--- config.mk ---
export PLATFORM = sky130hd
export DESIGN_NAME = tnc_timer
export DESIGN_NICKNAME = d
export VERILOG_FILES = /design/src/rtl/tnc_pkg.sv /design/src/rtl/tnc_timer.sv /design/src/rtl/tnc_prescale.sv /design/src/rtl/tnc_flag.sv
export SDC_FILE = /design/constraint.sdc
export NUM_CORES = 1
export LEC_CHECK = 0
export ABC_AREA = 0
export BUFFER_PORTS_ARGS = -buffer_cell sky130_fd_sc_hd__buf_4
export CORE_ASPECT_RATIO = 1.4
export CORE_MARGIN = 2
export CORE_UTILIZATION = 45
export CTS_BUF_LIST = sky130_fd_sc_hd__clkbuf_4
export DETAILED_ROUTE_END_ITERATION = 12
export MAX_ROUTING_LAYER = met4
export PLACE_DENSITY = 0.71
export SYNTH_ARGS = -nofsm -noshare
export SYNTH_HDL_FRONTEND = slang
export SYNTH_HIERARCHICAL = 1
export SYNTH_SLANG_ARGS = --single-unit
--- constraint.sdc ---
create_clock -name sys_clk -period 2.3 [get_ports sys_clk]
set_input_delay 0 -clock sys_clk [delete_from_list [all_inputs] [get_ports sys_clk]]
set_output_delay 0 -clock sys_clk [all_outputs]
set_load 0.03 [all_outputs]
--- src/rtl/tnc_pkg.sv ---
// Package of the 8-bit timer/counter: offsets, fields, reset values, types.
// Assumes a 100 MHz system clock and an APB master with 32-bit data.
// Notes on behaviour
// - In normal mode the count runs up to 8'hff, wraps to 8'h00 and keeps counting.
// - In normal mode the overflow flag sets in the timer tick where the count becomes zero.
// - The counter only ever sets the overflow flag and never clears it.
// - Servicing the overflow interrupt clears the overflow flag automatically.
// - In normal mode software may write a new count at any time.
// - In normal mode the compare unit still flags count equal to compare value.
// - Clear-on-match mode is selected by waveform_gen_select equal to 2.
// - In clear-on-match mode the count goes to zero on the tick after it equals the compare value.
// - In clear-on-match mode the compare flag sets each time the count reaches the top.
// - The compare value is not double buffered, so a value below the count is missed until wrap.
// - With compare_output_select equal to 1 in clear-on-match mode the output toggles per match.
// - The compare output drives the pin only while the pin direction is output.
// - With compare value zero and no prescaling the output toggles every clock.
// - The timer tick comes from the clock through a prescale of 1, 8, 64, 256 or 1024.
// - In clear-on-match mode the overflow flag sets when the count passes from 8'hff to 8'h00.

package tnc_pkg;

   ////////////////////////////////////////////////////////////////////////////
   // Register byte addresses
   localparam logic [7:0] ADDR_CTRL    = 8'h00;
   localparam logic [7:0] ADDR_COUNT   = 8'h04;
   localparam logic [7:0] ADDR_COMPARE = 8'h08;
   localparam logic [7:0] ADDR_STATUS  = 8'h0c;
   localparam logic [7:0] ADDR_MASK    = 8'h10;

   ////////////////////////////////////////////////////////////////////////////
   // Control register fields
   localparam int WGM_LSB = 0;
   localparam int COM_LSB = 2;
   localparam int CS_LSB  = 4;
   localparam int DIR_BIT = 7;

   // Status and mask bit positions
   localparam int OVF_BIT = 0;
   localparam int CMP_BIT = 1;

   ////////////////////////////////////////////////////////////////////////////
   // Field encodings
   localparam logic [1:0] WGM_NORMAL    = 2'h0;
   localparam logic [1:0] WGM_CLR_MATCH = 2'h2;
   localparam logic [1:0] COM_OFF       = 2'h0;
   localparam logic [1:0] COM_TOGGLE    = 2'h1;

   // Clock select codes and divider masks (factor minus one)
   localparam logic [2:0] CS_STOP  = 3'h0;
   localparam logic [2:0] CS_DIV1  = 3'h1;
   localparam logic [2:0] CS_DIV8  = 3'h2;
   localparam logic [2:0] CS_DIV64 = 3'h3;
   localparam logic [2:0] CS_DIV256  = 3'h4;
   localparam logic [2:0] CS_DIV1024 = 3'h5;
   localparam logic [9:0] MASK_DIV8    = 10'h007;
   localparam logic [9:0] MASK_DIV64   = 10'h03f;
   localparam logic [9:0] MASK_DIV256  = 10'h0ff;
   localparam logic [9:0] MASK_DIV1024 = 10'h3ff;

   ////////////////////////////////////////////////////////////////////////////
   // Reset values and limits
   localparam logic [7:0] COUNT_MAX  = 8'hff;
   localparam logic [7:0] COUNT_ZERO = 8'h00;
   localparam logic [7:0] RST_BYTE   = 8'h00;
   localparam logic [1:0] RST_MASK   = 2'h0;

   ////////////////////////////////////////////////////////////////////////////
   // Types
   typedef struct packed {
      logic       dir;
      logic [2:0] cs;
      logic [1:0] com;
      logic [1:0] wgm;
   } tnc_ctrl_t;

   typedef struct packed {
      logic [9:0] cnt;
   } tnc_pre_st_t;

   typedef struct packed {
      logic q;
   } tnc_flag_st_t;

   typedef struct packed {
      logic [7:0]  count;
      tnc_ctrl_t   ctrl;
      logic [7:0]  compare;
      logic [1:0]  mask;
      logic        level;
      logic        pin;
      logic        oe;
      logic        irq;
      logic        pready;
      logic        pslverr;
      logic [31:0] prdata;
   } tnc_st_t;

endpackage

--- src/rtl/tnc_timer.sv ---
// Top of the 8-bit timer/counter: APB registers, counter, compare unit,
// compare output pin and interrupt.
// Assumes an APB master on sys_clk and a CPU that pulses ovf_irq_ack
// when it enters the overflow interrupt handler.
//
// Chosen here: the APB register port and the address map.
`timescale 1ns/10ps

module tnc_timer (
   input  wire logic        sys_clk,
   input  wire logic        rst,
   input  wire logic        psel,
   input  wire logic        penable,
   input  wire logic        pwrite,
   input  wire logic [7:0]  paddr,
   input  wire logic [31:0] pwdata,
   output logic [31:0]      prdata,
   output logic             pready,
   output logic             pslverr,
   input  wire logic        ovf_irq_ack,
   output logic             irq,
   output logic             compare_output_pin,
   output logic             compare_output_oe
);

   ////////////////////////////////////////////////////////////////////////////
   // State and internal signals

   tnc_pkg::tnc_st_t s;
   tnc_pkg::tnc_st_t next_s;

   logic       tick;
   logic       overflow_flag;
   logic       compare_flag;
   logic       ovf_set;
   logic       ovf_clr;
   logic       cmp_set;
   logic       cmp_clr;

   logic       wr_en;
   logic       setup;
   logic       clear_on_match_mode;
   logic       match;
   logic       toggle_mode;
   logic [1:0] status;

   ////////////////////////////////////////////////////////////////////////////
   // Prescaler

   // Shares one divider chain over all factors
   tnc_prescale #(
      .DIV_W (10)
   ) u_prescale (
      .sys_clk (sys_clk),
      .rst     (rst),
      .sel     (s.ctrl.cs),
      .tick    (tick)
   );

   ////////////////////////////////////////////////////////////////////////////
   // Sticky flags

   tnc_flag u_ovf_flag (
      .sys_clk (sys_clk),
      .rst     (rst),
      .set     (ovf_set),
      .clr     (ovf_clr),
      .q       (overflow_flag)
   );

   tnc_flag u_cmp_flag (
      .sys_clk (sys_clk),
      .rst     (rst),
      .set     (cmp_set),
      .clr     (cmp_clr),
      .q       (compare_flag)
   );

   ////////////////////////////////////////////////////////////////////////////
   // Bus phase decode

   // Write lands at the access edge that sees pready high
   assign setup = psel && !penable;
   assign wr_en = psel && penable && s.pready && pwrite;

   ////////////////////////////////////////////////////////////////////////////
   // Mode and compare decode

   // Modes 1 and 3 count like normal mode here
   assign clear_on_match_mode = (s.ctrl.wgm == tnc_pkg::WGM_CLR_MATCH);

   // No shadow copy: a new compare value acts at once
   assign match = (s.count == s.compare);

   assign toggle_mode = (s.ctrl.com == tnc_pkg::COM_TOGGLE);

   ////////////////////////////////////////////////////////////////////////////
   // Flag events

   // Overflow on the tick where 8'hff rolls to 8'h00, in both modes
   assign ovf_set = tick && (s.count == tnc_pkg::COUNT_MAX);

   // Compare flag on every match tick, in any mode
   assign cmp_set = tick && match;

   // Write-one clears, plus the clear when the handler is entered
   assign ovf_clr = (wr_en && (paddr == tnc_pkg::ADDR_STATUS)
                     && pwdata[tnc_pkg::OVF_BIT]) || ovf_irq_ack;

   assign cmp_clr = wr_en && (paddr == tnc_pkg::ADDR_STATUS)
                    && pwdata[tnc_pkg::CMP_BIT];

   always_comb begin
      status                   = 2'h0;
      status[tnc_pkg::OVF_BIT] = overflow_flag;
      status[tnc_pkg::CMP_BIT] = compare_flag;
   end

   ////////////////////////////////////////////////////////////////////////////
   // Next-state logic

   always_comb begin
      next_s = s;

      // Counter; a software write beats the tick in the same cycle
      if (wr_en && (paddr == tnc_pkg::ADDR_COUNT)) begin
         next_s.count = pwdata[7:0];
      end else if (tick) begin
         if (clear_on_match_mode && match) begin
            next_s.count = tnc_pkg::COUNT_ZERO;
         end else begin
            // Plain increment wraps 8'hff to 8'h00
            next_s.count = s.count + 8'h01;
         end
      end

      // Compare value, control and mask registers
      if (wr_en && (paddr == tnc_pkg::ADDR_COMPARE)) begin
         next_s.compare = pwdata[7:0];
      end
      if (wr_en && (paddr == tnc_pkg::ADDR_CTRL)) begin
         next_s.ctrl = tnc_pkg::tnc_ctrl_t'(pwdata[7:0]);
      end
      if (wr_en && (paddr == tnc_pkg::ADDR_MASK)) begin
         next_s.mask = pwdata[1:0];
      end

      // Output level flips on each match in clear-on-match toggle mode; zero compare and no
      // prescale gives a flip every clock
      if (tick && match && clear_on_match_mode && toggle_mode) begin
         next_s.level = !s.level;
      end

      // Pin driven only for an output direction and an active output mode
      next_s.oe  = s.ctrl.dir && (s.ctrl.com != tnc_pkg::COM_OFF);
      next_s.pin = s.level;

      // Interrupt lags the flags by one clock to stay registered
      next_s.irq = |(status & s.mask);

      // APB answer: one wait-free access cycle after setup
      next_s.pready  = setup;
      next_s.pslverr = 1'b0;
      if (setup) begin
         next_s.prdata = 32'h0000_0000;
         case (paddr)
            tnc_pkg::ADDR_CTRL:    next_s.prdata[7:0] = s.ctrl;
            tnc_pkg::ADDR_COUNT:   next_s.prdata[7:0] = s.count;
            tnc_pkg::ADDR_COMPARE: next_s.prdata[7:0] = s.compare;
            tnc_pkg::ADDR_STATUS:  next_s.prdata[1:0] = status;
            tnc_pkg::ADDR_MASK:    next_s.prdata[1:0] = s.mask;
            default:               next_s.pslverr     = 1'b1;
         endcase
      end else if (!psel) begin
         next_s.prdata = 32'h0000_0000;
      end
   end

   ////////////////////////////////////////////////////////////////////////////
   // State register

   always_ff @(posedge sys_clk) begin
      if (rst) begin
         s         <= '0;
         s.count   <= tnc_pkg::RST_BYTE;
         s.compare <= tnc_pkg::RST_BYTE;
         s.mask    <= tnc_pkg::RST_MASK;
      end else begin
         s <= next_s;
      end
   end

   ////////////////////////////////////////////////////////////////////////////
   // Outputs, all straight from the state register

   assign prdata             = s.prdata;
   assign pready             = s.pready;
   assign pslverr            = s.pslverr;
   assign irq                = s.irq;
   assign compare_output_pin = s.pin;
   assign compare_output_oe  = s.oe;

endmodule // tnc_timer

--- src/rtl/tnc_prescale.sv ---
// Prescaler that turns the system clock into a timer tick.
// Assumes the select code comes from the control register of the timer.
`timescale 1ns/10ps

module tnc_prescale #(
   parameter int DIV_W = 10
) (
   input  wire logic             sys_clk,
   input  wire logic             rst,
   input  wire logic [2:0]       sel,
   output logic                  tick
);

   tnc_pkg::tnc_pre_st_t s;
   tnc_pkg::tnc_pre_st_t next_s;
   logic [DIV_W-1:0]     msk;

   ////////////////////////////////////////////////////////////////////////////
   // Free-running divider; shared by all factors so a change needs no restart
   always_comb begin
      next_s     = s;
      next_s.cnt = s.cnt + 10'h001;
      msk        = '0;
      tick       = 1'b0;
      case (sel)
         tnc_pkg::CS_DIV1:    msk = '0;
         tnc_pkg::CS_DIV8:    msk = tnc_pkg::MASK_DIV8;
         tnc_pkg::CS_DIV64:   msk = tnc_pkg::MASK_DIV64;
         tnc_pkg::CS_DIV256:  msk = tnc_pkg::MASK_DIV256;
         tnc_pkg::CS_DIV1024: msk = tnc_pkg::MASK_DIV1024;
         default:             msk = '0;
      endcase
      // One tick per factor cycles, none while stopped
      tick = (sel != tnc_pkg::CS_STOP) && (sel <= tnc_pkg::CS_DIV1024)
             && ((s.cnt & msk) == msk);
   end

   always_ff @(posedge sys_clk) begin
      if (rst) begin
         s <= '0;
      end else begin
         s <= next_s;
      end
   end

endmodule // tnc_prescale

--- src/rtl/tnc_flag.sv ---
// Sticky event flag with one clear input; the top feeds it a software clear, plus an automatic clear for overflow only.
// Assumes set and clear inputs are single-cycle pulses on sys_clk.
`timescale 1ns/10ps

module tnc_flag (
   input  wire logic sys_clk,
   input  wire logic rst,
   input  wire logic set,
   input  wire logic clr,
   output logic      q
);

   tnc_pkg::tnc_flag_st_t s;
   tnc_pkg::tnc_flag_st_t next_s;

   ////////////////////////////////////////////////////////////////////////////
   // Set wins over clear so an event in the clearing cycle is kept
   always_comb begin
      next_s = s;
      if (set) begin
         next_s.q = 1'b1;
      end else if (clr) begin
         next_s.q = 1'b0;
      end
   end

   always_ff @(posedge sys_clk) begin
      if (rst) begin
         s <= '0;
      end else begin
         s <= next_s;
      end
   end

   assign q = s.q;

endmodule // tnc_flag

==> metrics.txt, run 1 <==
status completed; sequential cell fraction of total power 0.566; post-DP HPWL 4583 um; f_max 0.4728 GHz; Buffers on Ports 34; initial core utilization 0.4592; Ports 83; Worst Hold Slack 34.90 ps; Synth top area share 0.3701; Initial DRT Pass Iterations 4; Residual DRC 0; Rel. slew slack 0.5037; Synth warnings 6; crit start category flip-flop; drt total wl 6344 um; fin crit period 2115 ps; area leader, netlist dfxtp_1; total CTS buffers 5; Crit. End Element flip-flop; Lkg Pwr 1.254 nW; Net Sw Frac 0.2604; core area 6126 um^2; Synth Register Bits 52; layout cells sized above 1 0.1675; Cell variety after synth 44; htree depth 2; cells after synthesis 343; vias in the first global route 2215; Cell Area, Placed 3009 um^2; unrepaired setup endpoints after global routing false; Synth async-reset ratio 0; most common cell after layout, fill and taps aside dfxtp_1; maximum vdd drop 0.2495 mV; PwrDens 501.3 nW/um^2; root buf cell clkbuf_4; post-synthesis cell area 2813 um^2; CTS Buffer Depth 2; Diodes inserted 0; DIE AREA 6908 um^2; detailed-route via count 2458; ys flop type dfxtp_1; total net switching power 0.4193 mW; post-route cell area 3212 um^2; CTS tree done; clock latency on the worst-skew pair 370 ps; Detailed Route Iter0 Violations 142; part of the power in combinational logic 0.108; CTS sink count 52; gp weighted congestion 0.8675; final-layout fill cell count 598; drt wl/cell 13.97 um; Core Rows 34; period utilization 0.9196; min-delay worst type primary input to flip-flop; first-pass GRT wire length 10470 um; slew of the pin with the lowest slew margin 738.9 ps; Clock transition at path regs 160 ps; Slew Viols, Final 0; Internal 1.191 mW; total track usage 0.1889; Die Width 70.82 um; Avg Inst Size Synth 8.200 um^2; Post-DRT Antenna Nets 0; Max-Cap Viols 0; register area share after synthesis 0.3701; largest net degree at the start of global routing 52; CP max FO 12; GRT overflow 0; Via density 5.414; Post-synth EDFFs 0; synth-to-layout area growth 14.19%; most frequent cells in the layout dfxtp_1 (52), buf_4 (45), nand2_1 (37), a21oi_1 (32), nand3_1 (30); Arrival @ worst endpoint 2430 ps; post-CTS setup buffers 0; setup_tns 0 ps; Final #Nets 429; # setup viols final 0; skew final 13.82 ps; CP Class flip-flop to flip-flop; die height 97.55 um; Final Hold Viols 0; clock share of power 0.326; Layout Cells excl Fill 454; required time of the critical path 2610 ps; Placed Cells incl. Taps 434; top cells by area, synth dfxtp_1 (37%), buf_4 (8.8%), a21oi_1 (5.7%), nand3_1 (5.3%), nand2_1 (4.9%); initial antenna violation count 0
## path summary, 6_finish.rpt
path              startpoint              end  slack, ps  cells after the start
max reg2reg            s[52]            s[59]        190                      8
max                    s[52]            s[59]        190                      8
min                 paddr[4]          pslverr         30                      3
min reg2reg  u_prescale/s[0]  u_prescale/s[0]        460                      1
## critical path: stages (launching register included)
cell and delay, ps:
dfxtp_1 450, or3b_2 460, a32o_1 210, a21oi_1 180
buf_4 230, nand4_1 130, xnor2_1 170, nand3_1 100
a21oi_1 130
## flip-flops by register name, summed over array words and instances, names as in the netlist
name                flops
next_s                  1
compare_output_oe       1
s                      26
irq                     1
pready                  1
u_cmp_flag/q            1
prdata                  8
compare_output_pin      1
u_prescale/s           10
pslverr                 1
u_ovf_flag/q            1
## cell usage after synthesis (6+ instances only)
cell type,number
o21ai_0,18
xnor2_1,6
nand2_1,37
mux2i_1,12
buf_4,33
nand3_1,30
a22oi_1,7
nor2b_1,7
dfxtp_1,52
clkbuf_1,12
nor2_1,23
nor3b_1,6
xor2_1,11
a21oi_1,32
## stage by stage
step | power (mW) | util | setup slack (ps)
finish | 1.610 | 0.5243 | 185.0
global route | 1.665 | 0.5243 | 48.14
CTS | 1.617 | 0.5239 | 156.7
detailed placement | 1.088 | 0.4912 | 192.0
global placement | 1.085 | 0.4912 | 216.8
floorplan | 1.065 | - | 250.2
## routing by layer
metal,wire length (um),GRT usage,vias up
met4,161,0.05951,0
met2,3277,0.3228,81
met1,2584,0.2296,1154
met5,0,-,-
met3,320,0.02282,11
li1,-,-,1212
## power groups by stage
stage | combinational [mW] | sequential, mW | clock, mW
3_5_place_dp | 0.157 | 0.931 | 0
2_1_floorplan | 0.133 | 0.933 | 0
4_1_cts | 0.173 | 0.911 | 0.533
6_report | 0.174 | 0.911 | 0.525
3_3_place_gp | 0.155 | 0.930 | 0
5_1_grt | 0.186 | 0.912 | 0.567
## cell families (layout without fill, tap and decap cells)
family          after synthesis  after routing  share of synthesized area
flops                        52             52                     0.3701
buf+inv                      54             70                     0.1197
simple gates                135            135                     0.2553
xor+xnor                     17             17                    0.05293
other cells                   1             24                   0.001333
fa+ha+maj                     2              2                   0.008895
mux                          14             14                    0.05071
compound gates               68             68                     0.1410
## final cells by class
class | count | area (um^2) | area share
Sequential cell | 52 | 1041 | 0.3241
Multi-Input combinational cell | 260 | 1524 | 0.4745
Clock inverter | 3 | 42.54 | 0.01325
Inverter | 5 | 18.77 | 0.005843
Clock buffer | 5 | 37.54 | 0.01169
Timing Repair Buffer | 57 | 457.9 | 0.1426
Tap cell | 72 | 90.09 | 0.02805
## what timing repair did
item                       in CTS  in global routing
resized for setup               0                  1
hold endpoints to repair       31                  0
setup endpoints to repair       0                  3
hold buffers                   12                  0
(Power assumes the default switching activity.)
==> run 2: changes to the inputs <==
- REMOVE_ABC_BUFFERS: unset -> 1
==> metrics.txt, run 2 (synthesis gave the netlist of run 1 again) <==
status completed; Cell Chain, Critical Path nand4_2 -> a2111o_1 -> a21oi_1 -> buf_4 -> inv_1 -> nor2_1 -> nand3_1 -> a21oi_1; slew of the pin with the lowest slew margin 537.7 ps; Diodes inserted 0; Slew Viols, Final 0; Post-DRT Antenna Nets 0; initial core utilization 0.4592; first-pass GRT wire length 10390 um; Core Rows 34; period utilization 0.9004; gp weighted congestion 0.8857; Top cell by count, worst path a21oi_1; post-DP HPWL 4401 um; layout cells sized above 1 0.1671; most common cell after layout, fill and taps aside dfxtp_1; most frequent cells in the layout dfxtp_1 (51), buf_4 (44), nand2_1 (37), a21oi_1 (32), nand3_1 (30); Detailed Route Iter0 Violations 136; PwrDens 504.8 nW/um^2; synth-to-layout area growth 14.72%; min-delay worst type primary input to flip-flop; Rel. slew slack 0.6382; Clock transition at path regs 170 ps; Initial DRT Pass Iterations 4; f_max 0.4829 GHz; Cell Area, Placed 3002 um^2; Residual DRC 0; crit start category flip-flop; drt wl/cell 13.71 um; maximum vdd drop 0.2845 mV; core area 6126 um^2; unrepaired setup endpoints after global routing false; detailed-route via count 2435; skew final 22.32 ps; Arrival @ worst endpoint 2390 ps; htree depth 2; # setup viols final 0; slowest CP cell dfxtp_1; CTS sink count 52; CP peak stage delay 460 ps; CTS Buffer Depth 2; post-route cell area 3227 um^2; Crit. End Element flip-flop; max reg flops 26; required time of the critical path 2620 ps; Ports 83; Via density 5.352; Largest delay share family, worst path compound AO/OA/AOI/OAI gates; flip-flop and latch area 1042 um^2; GRT overflow 0; CP bufs+invs 2; drt total wl 6236 um; initial antenna violation count 0; fin crit period 2071 ps; setup_tns 0 ps; Largest Register s; final-layout fill cell count 593; total CTS buffers 5; multi-input logic area 1521 um^2; die height 97.55 um; Lkg Pwr 1.254 nW; DIE AREA 6908 um^2; CTS tree done; post-layout util 0.5268; vias in the first global route 2247; Final Hold Viols 0; CP max FO 12; clock latency on the worst-skew pair 390 ps; largest net degree at the start of global routing 52; CP Class flip-flop to flip-flop; Buffers on Ports 34; total track usage 0.1873; root buf cell clkbuf_4; Final #Nets 430; Max-Cap Viols 0; Die Width 70.82 um
==> run 2: stage by stage <==
stage,setup WS (ps),instances,hold slack (ps),power [mW]
after floorplan,74.59,317,62.44,1.012
after global placement,262.0,433,218.2,1.085
after detailed placement,217.1,433,219.7,1.086
after CTS,176.1,455,1.100,1.637
after global routing,21.38,455,23.86,1.677
final,229.2,455,20.16,1.629
==> run 2: path summary, 6_finish.rpt <==
kind | startpoint | endpoint | slack (ps) | depth (start not counted)
max | u_prescale/s[3] | s[62] | 230 | 8
min | paddr[4] | pslverr | 20 | 3
max reg2reg | u_prescale/s[3] | s[62] | 230 | 8
min reg2reg | u_prescale/s[0] | u_prescale/s[0] | 460 | 1
==> run 2: worst register-to-register path, cell delays in order, from the launching register on <==
cell and delay, ps:
dfxtp_1 460, nand4_2 180, a2111o_1 410, a21oi_1 210, buf_4 230, inv_1 110, nor2_1 190, nand3_1 100
a21oi_1 120
==> run 2: cell type report <==
cell class,count,share of cell area
Sequential cell,52,0.3230
Clock inverter,3,0.01435
Tap cell,72,0.02792
Multi-Input combinational cell,260,0.4715
Inverter,5,0.005816
Clock buffer,5,0.01163
Timing Repair Buffer,58,0.1458
==> run 2: repair_timing <==
action / 4_1_cts / 5_1_grt
setup endpoints to repair: 0 / 1
gates resized for setup: 0 / 1
hold buffers: 14 / 0
endpoints found under the hold margin: 31 / 0
setup buffers: 0 / 0
==> run 2: metal layers <==
layer / vias to the layer above / global-route usage / wire length, um
met5: - / - / 0
met4: 0 / 0.08273 / 202
met3: 13 / 0.01971 / 233
met2: 69 / 0.3127 / 3155
met1: 1137 / 0.2255 / 2644
li1: 1216 / - / -
==> run 2: power breakdown <==
part           total, mW  internal (mW)  switching (mW)
combinational      0.173         0.0560           0.117
clock              0.544          0.233           0.312
sequential         0.911          0.907         0.00386
